File: src/verilog/rai_pkg.sv
package rai_pkg;

    localparam int CLK_PERIOD_NS = 20;

    // lead and release times in their own units
    localparam int TX_LEAD_NS     = 30000;
    localparam int RF_LEAD_MIN_NS = 400000;
    localparam int RF_LEAD_MAX_NS = 5000000;
    localparam int REL_MIN_NS     = 10000;
    localparam int REL_MAX_NS     = 20000;

    // least times round up, longest times round down
    localparam int TX_LEAD_CYC     = (TX_LEAD_NS + CLK_PERIOD_NS - 1) / CLK_PERIOD_NS;
    localparam int RF_LEAD_CYC     = (RF_LEAD_MIN_NS + CLK_PERIOD_NS - 1) / CLK_PERIOD_NS;
    localparam int RF_LEAD_MAX_CYC = RF_LEAD_MAX_NS / CLK_PERIOD_NS;
    localparam int REL_CYC         = (REL_MIN_NS + CLK_PERIOD_NS - 1) / CLK_PERIOD_NS;
    localparam int REL_MAX_CYC     = REL_MAX_NS / CLK_PERIOD_NS;

    localparam int TMR_W = 18;
    localparam logic [TMR_W-1:0] TMR_ZERO = '0;
    localparam logic [TMR_W-1:0] TMR_ONE  = 18'h00001;

    typedef enum logic [1:0] {
        RAI_MODE_CATM1 = 2'h0,
        RAI_MODE_NB    = 2'h1,
        RAI_MODE_GPRS  = 2'h2,
        RAI_MODE_OTHER = 2'h3
    } rai_mode_t;

    // gray along idle -> rf lead -> tx lead -> active -> release
    typedef enum logic [2:0] {
        RAI_IDLE    = 3'h0,
        RAI_RF_LEAD = 3'h1,
        RAI_TX_LEAD = 3'h3,
        RAI_ACTIVE  = 3'h2,
        RAI_RELEASE = 3'h6
    } rai_state_t;

endpackage

File: src/verilog/rai_indicators.sv
// What this block does
// - the transmit-burst flag is high through the transmit lead and while transmit activity runs, and low otherwise.
// - the transmit-burst flag rises about 30 us before the transmit burst starts.
// - the transmit-burst flag is driven only in the Cat-M1 radio mode.
// - each indicator is enabled or disabled by its configuration input; disabled ones stay low.
// - the RF-activity flag is high during any transmit or receive activity, low when idle.
// - the RF-activity flag rises at least 0.4 ms and at most 5 ms before activity starts.
module rai_indicators #(
    parameter int RF_LEAD = rai_pkg::RF_LEAD_CYC,
    parameter int TX_LEAD = rai_pkg::TX_LEAD_CYC,
    parameter int REL_DLY = rai_pkg::REL_CYC
) (
    input  wire logic       CLK,
    input  wire logic       ARST_N,
    input  wire logic       TX_REQ,
    input  wire logic       RX_REQ,
    input  wire logic [1:0] RADIO_MODE,
    input  wire logic       TX_IND_EN,
    input  wire logic       RF_IND_EN,
    output logic            TX_BURST_FLAG,
    output logic            RF_ACTIVITY_FLAG,
    output logic            TX_GO,
    output logic            RX_GO
);

    localparam int W = rai_pkg::TMR_W;

    rai_pkg::rai_state_t state_reg;
    rai_pkg::rai_state_t state_next;
    logic                tx_sel_reg;
    logic                tx_sel_next;
    logic                tx_go_next;
    logic                rx_go_next;
    logic                tx_flag_next;
    logic                rf_flag_next;
    logic                tmr_load;
    logic [W-1:0]        tmr_value;
    logic                tmr_done;
    logic                req_sel;

    rai_timer #(.W(W)) u_timer (
        .clk    (CLK),
        .arst_n (ARST_N),
        .load   (tmr_load),
        .value  (tmr_value),
        .done   (tmr_done)
    );

    // request inputs come from the modem scheduler on this clock; no sync needed
    assign req_sel = tx_sel_reg ? TX_REQ : RX_REQ;

    always_comb begin
        state_next  = state_reg;
        tx_sel_next = tx_sel_reg;
        tmr_load    = 1'b0;
        tmr_value   = W'(RF_LEAD);
        unique case (state_reg)
            rai_pkg::RAI_IDLE: begin
                // transmit wins when both arrive together
                if (TX_REQ || RX_REQ) begin
                    state_next  = rai_pkg::RAI_RF_LEAD;
                    tx_sel_next = TX_REQ;
                    tmr_load    = 1'b1;
                    tmr_value   = W'(RF_LEAD);
                end
            end
            rai_pkg::RAI_RF_LEAD: begin
                if (!req_sel) begin
                    state_next = rai_pkg::RAI_IDLE;
                end else if (tmr_done && tx_sel_reg) begin
                    state_next = rai_pkg::RAI_TX_LEAD;
                    tmr_load   = 1'b1;
                    tmr_value  = W'(TX_LEAD);
                end else if (tmr_done) begin
                    state_next = rai_pkg::RAI_ACTIVE;
                end
            end
            rai_pkg::RAI_TX_LEAD: begin
                if (!req_sel) begin
                    state_next = rai_pkg::RAI_IDLE;
                end else if (tmr_done) begin
                    state_next = rai_pkg::RAI_ACTIVE;
                end
            end
            rai_pkg::RAI_ACTIVE: begin
                // hold the rf flag a little past the end so the supply switch settles
                if (!req_sel) begin
                    state_next = rai_pkg::RAI_RELEASE;
                    tmr_load   = 1'b1;
                    tmr_value  = W'(REL_DLY);
                end
            end
            rai_pkg::RAI_RELEASE: begin
                if (tmr_done) begin
                    state_next = rai_pkg::RAI_IDLE;
                end
            end
            default: begin
                state_next = rai_pkg::RAI_IDLE;
            end
        endcase
    end

    // outputs follow the next state so that they line up with state_reg
    always_comb begin
        tx_go_next   = (state_next == rai_pkg::RAI_ACTIVE) && tx_sel_next;
        rx_go_next   = (state_next == rai_pkg::RAI_ACTIVE) && !tx_sel_next;
        tx_flag_next = tx_sel_next && TX_IND_EN
                       && (RADIO_MODE == rai_pkg::RAI_MODE_CATM1)
                       && ((state_next == rai_pkg::RAI_TX_LEAD)
                           || (state_next == rai_pkg::RAI_ACTIVE));
        rf_flag_next = RF_IND_EN && (state_next != rai_pkg::RAI_IDLE);
    end

    always_ff @(posedge CLK or negedge ARST_N) begin
        if (!ARST_N) begin
            state_reg        <= rai_pkg::RAI_IDLE;
            tx_sel_reg       <= 1'b0;
            TX_GO            <= 1'b0;
            RX_GO            <= 1'b0;
            TX_BURST_FLAG    <= 1'b0;
            RF_ACTIVITY_FLAG <= 1'b0;
        end else begin
            state_reg        <= state_next;
            tx_sel_reg       <= tx_sel_next;
            TX_GO            <= tx_go_next;
            RX_GO            <= rx_go_next;
            TX_BURST_FLAG    <= tx_flag_next;
            RF_ACTIVITY_FLAG <= rf_flag_next;
        end
    end

    // helper counters: cycles since leaving idle, and since entering the tx lead
    localparam int rf_lo  = RF_LEAD;
    localparam int tx_lo  = TX_LEAD;
    localparam int rel_lo = REL_DLY;
    localparam int rel_hi = rai_pkg::REL_MAX_CYC;
    localparam logic [W-1:0] rf_hi = W'(rai_pkg::RF_LEAD_MAX_CYC);

    logic [W-1:0] act_cnt_reg;
    logic [W-1:0] txl_cnt_reg;
    logic         any_go;

    assign any_go = TX_GO || RX_GO;

    always_ff @(posedge CLK or negedge ARST_N) begin
        if (!ARST_N) begin
            act_cnt_reg <= '0;
            txl_cnt_reg <= '0;
        end else begin
            if (state_reg == rai_pkg::RAI_IDLE) begin
                act_cnt_reg <= '0;
            end else if (act_cnt_reg != '1) begin
                act_cnt_reg <= act_cnt_reg + rai_pkg::TMR_ONE;
            end
            if (state_reg != rai_pkg::RAI_TX_LEAD && state_reg != rai_pkg::RAI_ACTIVE) begin
                txl_cnt_reg <= '0;
            end else if (txl_cnt_reg != '1) begin
                txl_cnt_reg <= txl_cnt_reg + rai_pkg::TMR_ONE;
            end
        end
    end
endmodule

File: src/verilog/rai_timer.sv
module rai_timer #(
    parameter int W = rai_pkg::TMR_W
) (
    input  wire logic         clk,
    input  wire logic         arst_n,
    input  wire logic         load,
    input  wire logic [W-1:0] value,
    output logic              done
);

    logic [W-1:0] count_reg;
    logic [W-1:0] count_next;

    always_comb begin
        if (load) begin
            count_next = value;
        end else if (count_reg != W'(0)) begin
            count_next = count_reg - W'(1);
        end else begin
            count_next = count_reg;
        end
    end

    always_ff @(posedge clk or negedge arst_n) begin
        if (!arst_n) begin
            count_reg <= '0;
        end else begin
            count_reg <= count_next;
        end
    end

    assign done = (count_reg == W'(0));

endmodule

File: config.mk
export PLATFORM = sky130hd
export DESIGN_NAME = rai_indicators
export DESIGN_NICKNAME = d
export VERILOG_FILES = /design/src/verilog/rai_pkg.sv /design/src/verilog/rai_indicators.sv /design/src/verilog/rai_timer.sv
export SDC_FILE = /design/constraint.sdc
export NUM_CORES = 1
export LEC_CHECK = 0
export ABC_AREA = 1
export BUFFER_PORTS_ARGS = -buffer_cell sky130_fd_sc_hd__clkbuf_2
export CORE_MARGIN = 3
export CORE_UTILIZATION = 35
export DETAILED_ROUTE_END_ITERATION = 10
export GPL_ROUTABILITY_DRIVEN = 0
export SETUP_SLACK_MARGIN = 0.5
export SLEW_MARGIN = 5
export SYNTH_ARGS = -nofsm -noshare
export SYNTH_HDL_FRONTEND = slang
export SYNTH_SLANG_ARGS = --single-unit
File: constraint.sdc
create_clock -name CLK -period 4.64 [get_ports CLK]
set_clock_uncertainty 0.1 [all_clocks]
set_input_delay 0.232 -clock CLK [delete_from_list [all_inputs] [get_ports CLK]]
set_output_delay 0.232 -clock CLK [all_outputs]
set_load 0.05 [all_outputs]
==> metrics.txt, run 1 <==
Die Area 5110 um^2; Critical Path AT 1.98 ns; CTS root buffer clkbuf_8; total clock sinks 26; cells after synthesis 183; slew margin rel. roughly 56%; Resize count post-CTS 0; YS warnings 0; slowest CP cell dfrtp_1; VDD IR-drop max 0.119 mV; Post-synth ARST share 100%; WL per Instance 11.3 um; io pins 12; Hold Path Class in2reg; layout cells sized above 1 18.2%; LEAKAGE 0.783 nW; post-synth net total between 150 and 200; total track usage about 12%; Hold Slack 0.0444 ns; vias per cell 4.55; core area 4060 um^2; sequential area share after synthesis a little over two fifths; syn avg cell area 8.20 um^2; CTS tree built; Pwr Total ~0.65 mW; status finished, final reports clean; Die H 71.5 um; worst-skew pair later-pin latency approximately 0.28 ns; worst slew pin tran 0.662 ns; row count 23; DPL Wire Length 2170 um; Post-synth EDFFs 0; Port Buffers 11; RR Startpoint u_timer.count_reg[0]; drt pass-1 iters 4; Largest delay share family, worst path simple AND/OR/NAND/NOR gates; largest net degree at the start of global routing 27; Starting DRT DRC Count 48; RSZ-0062 raised after global routing false; Num CTS Buffers 3; Placed Instances 243; Cell Count, Final, Fillers Out 248; max FFs per register 18; Tcrit/Tclk final 41.1%; TNS Setup 0 ns; WL final 2810 um; Die Wd 71.5 um; Fin. Hold Viols 0; count leader, synth nor2_1; Setup WS post-layout 2.73 ns; global-route wire length before repair between 4000 and 5000 um; antenna violations before repair 0; worst endpoint required time around 4.7 ns; fin crit period 1.91 ns; clk slew on worst S/H paths 0.09 ns; share of the synthesized area in the top cell type 43.4%; combinational family with the most area after synthesis simple AND/OR/NAND/NOR gates; post-synthesis mux area share 0%; Yosys top cell by area dfrtp_1; critical path cell sequence inv_1 > ha_1 > nand2_2 > nor2_4 > nand3_4 > inv_1 > or2_2 > a21oi_1; compound-cell area share of the yosys netlist 6.42%; fin nets 208; Mapped Area 1500 um^2; synthesis-stage register bit count 26; CP Capture Type flop; Worst path most repeated cell inv_1; top_reg_cell synth dfrtp_1; drt drc 0; Hold Startpoint RF_IND_EN; Post-CTS Hold Buffers 1; initial core utilization 37.0%; pre-CTS setup slack 2.72 ns; CP Launch Point u_timer.count_reg[0]; area share of xor/xnor cells in the synthesized design 7.59%; crit-path max FO 12; CTS Buffer Depth 2; CP bufs+invs 2; P&R area growth vs syn 11.4%; Max Cap Viol 0; Final ANT Viol Nets 0; FILL cells between 300 and 400; detailed-route via count 1129; Fmax achieved around 520 MHz; htree depth 1; Synth Area in Adders less than 1%; startpoint types flop; vias in the first global route 1055; PD cells 387 nW/um^2; Netlist cell types 29; max-slew violations 0; diode count 0; worst setup path class reg2reg; grt ovf 0; Critical Path Max Stage Delay 0.36 ns; simple-gate share of the synthesized area 35.0%; top cells by instance count after synthesis nor2_1, nand2_1, dfrtp_1, inv_1, xnor2_1; Area contributors post-synth dfrtp_1, nor2_1, nand2_1; Setup violations, final 0; postcts setup bufs 0
path summary, 6_finish.rpt:
check,slack [ns],cells past startpoint,to
hold reg to reg,0.45,2,u_timer.count_reg[17]
setup / recovery,2.73,8,u_timer.count_reg[1]
setup reg to reg,2.73,8,u_timer.count_reg[1]
min in group asynchronous,0.41,2,u_timer.count_reg[15]
max in group asynchronous,3.60,2,TX_GO
hold / removal,0.04,3,RF_ACTIVITY_FLAG
area by class of cell:
cell class	count	area (um^2)	area share (%)
inverter	24	90.1	5.39
multi-input combinational	132	748	44.8
tap	50	62.6	3.74
clock buffer	4	55.1	3.29
sequential	26	651	38.9
timing repair buffer	12	65.1	3.89
routing by layer:
layer / part of all wire (%) / GRT usage, % / up-vias / wire [um]
li1: - / - / 606 / -
met1: 50 / 16.5 / 501 / 1420
met2: 45 / 19.0 / 17 / 1250
met3: 3.4 / 2.95 / 5 / 96
met4: 1.5 / 4.80 / 0 / 42
met5: 0 / 0 / - / 0
cell usage in the layout, fill, tap and decap left out, types with 2 or more instances in the layout:
cell / count
a21oi_1: 4
clkbuf_2: 11
clkbuf_8: 4
dfrtp_1: 26
inv_1: 22
inv_2: 2
nand2_1: 34
nand2_2: 2
nand2_4: 4
nand3_1: 5
nand3_4: 2
nand3b_1: 2
nor2_1: 35
nor2_2: 3
nor2_4: 3
nor3_1: 4
o21ai_0: 6
o31ai_1: 4
or2_2: 2
xnor2_1: 7
xor2_1: 6
logic make-up after synthesis:
kind of cell | Yosys count
simple gates | 102
flops | 26
buf+inv | 25
compound gates | 16
xor+xnor | 13
fa+ha+maj | 1
through the flow:
stage / cell area [um^2] / util [%]
after floorplan: 1500 / -
after global placement: 1610 / 39.6
after detailed placement: 1610 / 39.6
after CTS: 1670 / 41.2
after global routing: 1670 / 41.2
final: 1670 / 41.2
worst register-to-register path: stages (launching register included):
cell and delay, ns:
dfrtp_1 0.36, inv_1 0.10, ha_1 0.22, nand2_2 0.10, nor2_4 0.22, nand3_4 0.21
inv_1 0.28, or2_2 0.16, a21oi_1 0.05
power by group:
group | switching (mW) | internal (mW)
logic | 0.0889 | 0.0824
clock network | 0.0720 | 0.0760
registers | 0.0511 | 0.276
(Power assumes the default switching activity.)
==> run 2, diff against run 1 <==
- clock period: 4.64 -> 1.86 ns (I/O delays scaled with it)
==> metrics.txt, run 2 (synthesized netlist as in run 1, its figures left out) <==
Port Buffers 11 (unchanged); Hold Path Class in2reg; P&R area growth vs syn 42.5%; CTS Buffer Depth 2 (unchanged); status finished, final reports clean; slowest CP cell dfrtp_1; vias per cell 4.79 (+5.3%); TNS Setup 0 ns (unchanged); Setup violations, final 0 (unchanged); PD cells 882 nW/um^2 (+130%); startpoint types flop; antenna violations before repair 0 (unchanged); row count 23 (unchanged); max-slew violations 0 (unchanged); max FFs per register 18 (unchanged); Die Wd 71.5 um (unchanged); Fin. Hold Viols 0 (unchanged); largest net degree at the start of global routing 27 (unchanged); core area 4060 um^2 (unchanged); most frequent cells in the layout dfrtp_1, buf_4, nor2_1, nand2_1, inv_1; Final ANT Viol Nets 0 (unchanged); WL final 3610 um (+28%); critical path cell sequence inv_1 > or2_1 > nor2_1 > inv_1 > nor2_2 > inv_2 > nand2_4 > nor2_4 > nand2_4 > nand2_1 > inv_1; Max Cap Viol 0 (unchanged); Num CTS Buffers 3 (unchanged); total track usage 14.4% (+2.1 points); final instance area 2140 um^2 (+28%); detailed-route via count 1352 (+20%); fin crit period 1.67 ns (-0.238 ns); DPL Wire Length 2350 um (+8.7%); fin nets 243 (+17%); drt drc 0 (unchanged); Critical Path AT 1.74 ns (-0.24 ns); dpl cell area 1650 um^2 (+3.0%); Fmax achieved 599 MHz (+14%); Die H 71.5 um (unchanged); slew margin rel. 55.7% (-0.18 points); diode count 0 (unchanged); worst slew pin tran 0.664 ns (+0.00273 ns); LEAKAGE 1.00 nW (+28%); Die Area 5110 um^2 (unchanged); VDD IR-drop max 0.317 mV (+170%); initial core utilization 37.0% (unchanged); leading cell type in the layout, fill and taps excluded dfrtp_1; drt pass-1 iters 4 (unchanged); htree depth 1 (unchanged); CP bufs+invs 4 (+2); Starting DRT DRC Count 56 (+17%); CTS root buffer clkbuf_8; CTS tree built; CP Capture Type flop; global-route wire length before repair 5900 um (+21%); Worst path most repeated cell inv_1; layout cells sized above 1 46.1% (+28 points); Tcrit/Tclk final 89.7% (+49 points); vias in the first global route 1315 (+25%); Critical Path Max Stage Delay 0.39 ns (+0.03 ns); clk slew on worst S/H paths 0.09 ns (about the same); RSZ-0062 raised after global routing true; worst-skew pair later-pin latency 0.27 ns (about the same); WL per Instance 12.8 um (+13%); total clock sinks 26 (unchanged); Largest delay share family, worst path simple AND/OR/NAND/NOR gates; io pins 12 (unchanged); crit-path max FO 6 (-6); worst endpoint required time 1.93 ns (-2.79 ns); grt ovf 0 (unchanged); worst setup path class reg2reg
[run 2: changes by cell type in the layout (fill, tap and decap cells not counted), sizes merged]
cell         previous run  this run
buf                     0        34
clkbuf                 15        14
clkinvlp                0         1
dlygate4sd3             1         2
inv                    24        23
[run 2: path summary, 6_finish.rpt]
| check | from | end | slack [ns] | cells past startpoint |
|---|---|---|---|---|
| max | state_reg[1] | u_timer.count_reg[11] | 0.19 | 11 |
| min | RX_REQ | tx_sel_reg | 0.1 | 4 |
| max reg2reg | state_reg[1] | u_timer.count_reg[11] | 0.19 | 11 |
| min reg2reg | tx_sel_reg | tx_sel_reg | 0.48 | 2 |
| max in group asynchronous | ARST_N | state_reg[1] | 0.95 | 2 |
| min in group asynchronous | ARST_N | u_timer.count_reg[9] | 0.28 | 2 |
[run 2: area by class of cell]
class / instances / area, um^2
fillers: 348 / 1920
multi-input cells: 132 / 905
flip-flops and latches: 26 / 651
clock buffers: 3 / 41.3
well taps: 50 / 62.6
inverters: 24 / 96.3
repair buffers: 47 / 382
[run 2: what timing repair did]
action                                  4_1_cts  5_1_grt
buffers inserted                             18       10
endpoints found under the setup margin       26       25
pin swaps                                    16       21
hold buffers                                  2        0
resized for setup                            20       40
endpoints found under the hold margin        27        0
[run 2: per-layer routing]
layer  up-vias  share of wire, %  wire length [um]  track usage [%]
met4         0               1.0                36             3.13
met5         -                 0                 0                0
met1       645                43              1560             18.2
met3         4               3.6               129             3.23
li1        674                 -                 -                -
met2        29                52              1880             24.9
[run 2: worst min-delay path, delay by kind of cell]
| family | cells | cell delay [ns] |
|---|---|---|
| buffers and inverters | 2 | 0.19 |
| AND/OR/NAND/NOR | 1 | 0.07 |
| AO/OA/AOI/OAI | 1 | 0.07 |
[run 2: where the power goes]
| part | switching [mW] | internal, mW | leakage [nW] | total (mW) |
|---|---|---|---|---|
| clock | 0.174 | 0.145 | 0.0216 | 0.319 |
| sequential | 0.103 | 0.688 | 0.309 | 0.791 |
| combinational | 0.372 | 0.403 | 0.669 | 0.775 |
[run 2: stage by stage]
| stage | util (%) | worst slack (ns) | instances | total power [mW] | hold slack, ns |
|---|---|---|---|---|---|
| floorplan | - | 0.263 | 183 | 1.15 | -0.303 |
| global placement | 40.8 | 0.122 | 249 | 1.29 | 0.0643 |
| detailed placement | 40.8 | 0.0487 | 249 | 1.29 | 0.0618 |
| CTS | 47.7 | 0.196 | 272 | 1.75 | 0.0899 |
| global route | 52.7 | 0.0755 | 282 | 2.00 | 0.103 |
| finish | 52.7 | 0.192 | 282 | 1.88 | 0.0954 |
==> run 3, diff against run 2 <==
- CTS_CLUSTER_DIAMETER: unset -> 60
- MAX_ROUTING_LAYER: unset -> met4
==> metrics.txt, run 3 (synthesized netlist as in run 1, its figures left out) <==
Num CTS Buffers 3 (unchanged); CTS tree built; Die H 71.5 um (unchanged); DPL Wire Length 2350 um (unchanged); grt ovf 0 (unchanged); worst slew pin tran 0.659 ns (-0.00501 ns); RSZ-0062 raised after global routing true; slew margin rel. 56.0% (+0.33 points); Fin. Hold Viols 0 (unchanged); final core occ 52.7% (unchanged); area taken by flip-flops and latches 651 um^2 (unchanged); drt drc 0 (unchanged); row count 23 (unchanged); VDD IR-drop max 0.320 mV (+1.1%); startpoint types flop; Worst path most repeated cell inv_1; drt pass-1 iters 4 (unchanged); status finished, final reports clean; Die Wd 71.5 um (unchanged); global-route wire length before repair 5890 um (-0.24%); fin nets 243 (unchanged); vias per cell 4.83 (+0.74%); Setup violations, final 0 (unchanged); total track usage 14.8% (+0.43 points); worst setup path class reg2reg; crit-path max FO 6 (unchanged); clk slew on worst S/H paths 0.09 ns (about the same); fin crit period 1.66 ns (-0.00480 ns); WL per Instance 12.8 um (-0.11%); Critical Path AT 1.74 ns (about the same); CP Capture Type flop; worst endpoint required time 1.93 ns (about the same); htree depth 1 (unchanged); worst-skew pair later-pin latency 0.27 ns (about the same); Placed Instances 249 (unchanged); layout cells sized above 1 46.1% (unchanged); Largest delay share family, worst path simple AND/OR/NAND/NOR gates; most frequent cells in the layout dfrtp_1, buf_4, nor2_1, nand2_1, inv_1; Cell Count, Final, Fillers Out 282 (unchanged); slowest CP cell dfrtp_1; Fmax achieved 601 MHz (+0.29%); Max Cap Viol 0 (unchanged); largest net degree at the start of global routing 27 (unchanged); core area 4060 um^2 (unchanged); PD cells 883 nW/um^2 (+0.13%); max FFs per register 18 (unchanged); final instance area 2140 um^2 (unchanged); TNS Setup 0 ns (unchanged); diode count 0 (unchanged); critical path cell sequence inv_1 > or2_1 > nor2_1 > inv_1 > nor2_2 > inv_2 > nand2_4 > nor2_4 > nand2_4 > nand2_1 > inv_1; detailed-route via count 1362 (+0.74%); total clock sinks 26 (unchanged); vias in the first global route 1314 (-0.076%); antenna violations before repair 0 (unchanged); LEAKAGE 1.00 nW (unchanged); dpl cell area 1650 um^2 (unchanged); Die Area 5110 um^2 (unchanged); pre-CTS setup slack 0.0487 ns (unchanged); io pins 12 (unchanged); Tcrit/Tclk final 89.4% (-0.26 points); CTS root buffer clkbuf_8; FILL cells 348 (unchanged); Starting DRT DRC Count 40 (-29%); Final ANT Viol Nets 0 (unchanged); Hold Path Class in2reg; CTS Buffer Depth 2 (unchanged); CP bufs+invs 4 (unchanged); leading cell type in the layout, fill and taps excluded dfrtp_1; max-slew violations 0 (unchanged); Multi-input gate area 905 um^2 (unchanged); Critical Path Max Stage Delay 0.39 ns (about the same); Setup WS post-layout 0.196 ns (+0.00480 ns); Port Buffers 11 (unchanged); WL final 3600 um (-0.11%); P&R area growth vs syn 42.5% (unchanged); initial core utilization 37.0% (unchanged)
-- run 3: cell counts in the layout (fill, tap and decap cells not counted) --
No cell type changed its count.
-- run 3: per-layer routing --
metal,GRT usage (%),vias up,wire length [um],share of wire (%)
met1,18.2,645,1570,43
met2,24.9,31,1880,52
met3,3.23,10,109,3.0
li1,-,676,-,-
met4,3.13,0,49,1.4
met5,-,-,0,0
-- run 3: timing repair --
item / CTS / global route
hold endpoints to repair: 27 / 0
gates resized for setup: 20 / 40
setup endpoints to repair: 26 / 25
hold buffers: 2 / 0
pin swaps: 16 / 21
setup buffers: 18 / 10
-- run 3: through the flow --
step                      hold WS [ns]  power (mW)
final                           0.0955        1.89
after global routing             0.103        2.00
after CTS                       0.0899        1.75
after detailed placement        0.0618        1.29
after global placement          0.0643        1.29
after floorplan                 -0.303        1.15
-- run 3: area by class of cell --
cell class,instances,area share (%)
well taps,50,2.93
flip-flops and latches,26,30.4
inverters,24,4.51
repair buffers,47,17.9
clock buffers,3,1.93
multi-input cells,132,42.3
-- run 3: worst register-to-register path: cells and delay by family (launching register included) --
kind	cells	cell delay, ns
simple gates	7	0.73
flops	1	0.39
buf+inv	4	0.35
-- run 3: report_power, final --
group          switching, mW  total (mW)  internal (mW)
Combinational          0.373       0.775          0.402
Sequential             0.103       0.791          0.688
Clock                  0.176       0.321          0.145
Total                  0.652        1.89           1.24
-- run 3: path summary, 6_finish.rpt --
kind                            slack, ns               endpoint  depth (start not counted)         start
worst min-delay path                  0.1             tx_sel_reg                          4        RX_REQ
worst max register to register       0.20  u_timer.count_reg[11]                         11  state_reg[1]
max in group asynchronous            0.96           state_reg[1]                          2        ARST_N
worst max-delay path                 0.20  u_timer.count_reg[11]                         11  state_reg[1]
min in group asynchronous            0.28   u_timer.count_reg[9]                          2        ARST_N
worst min register to register       0.48             tx_sel_reg                          2    tx_sel_reg
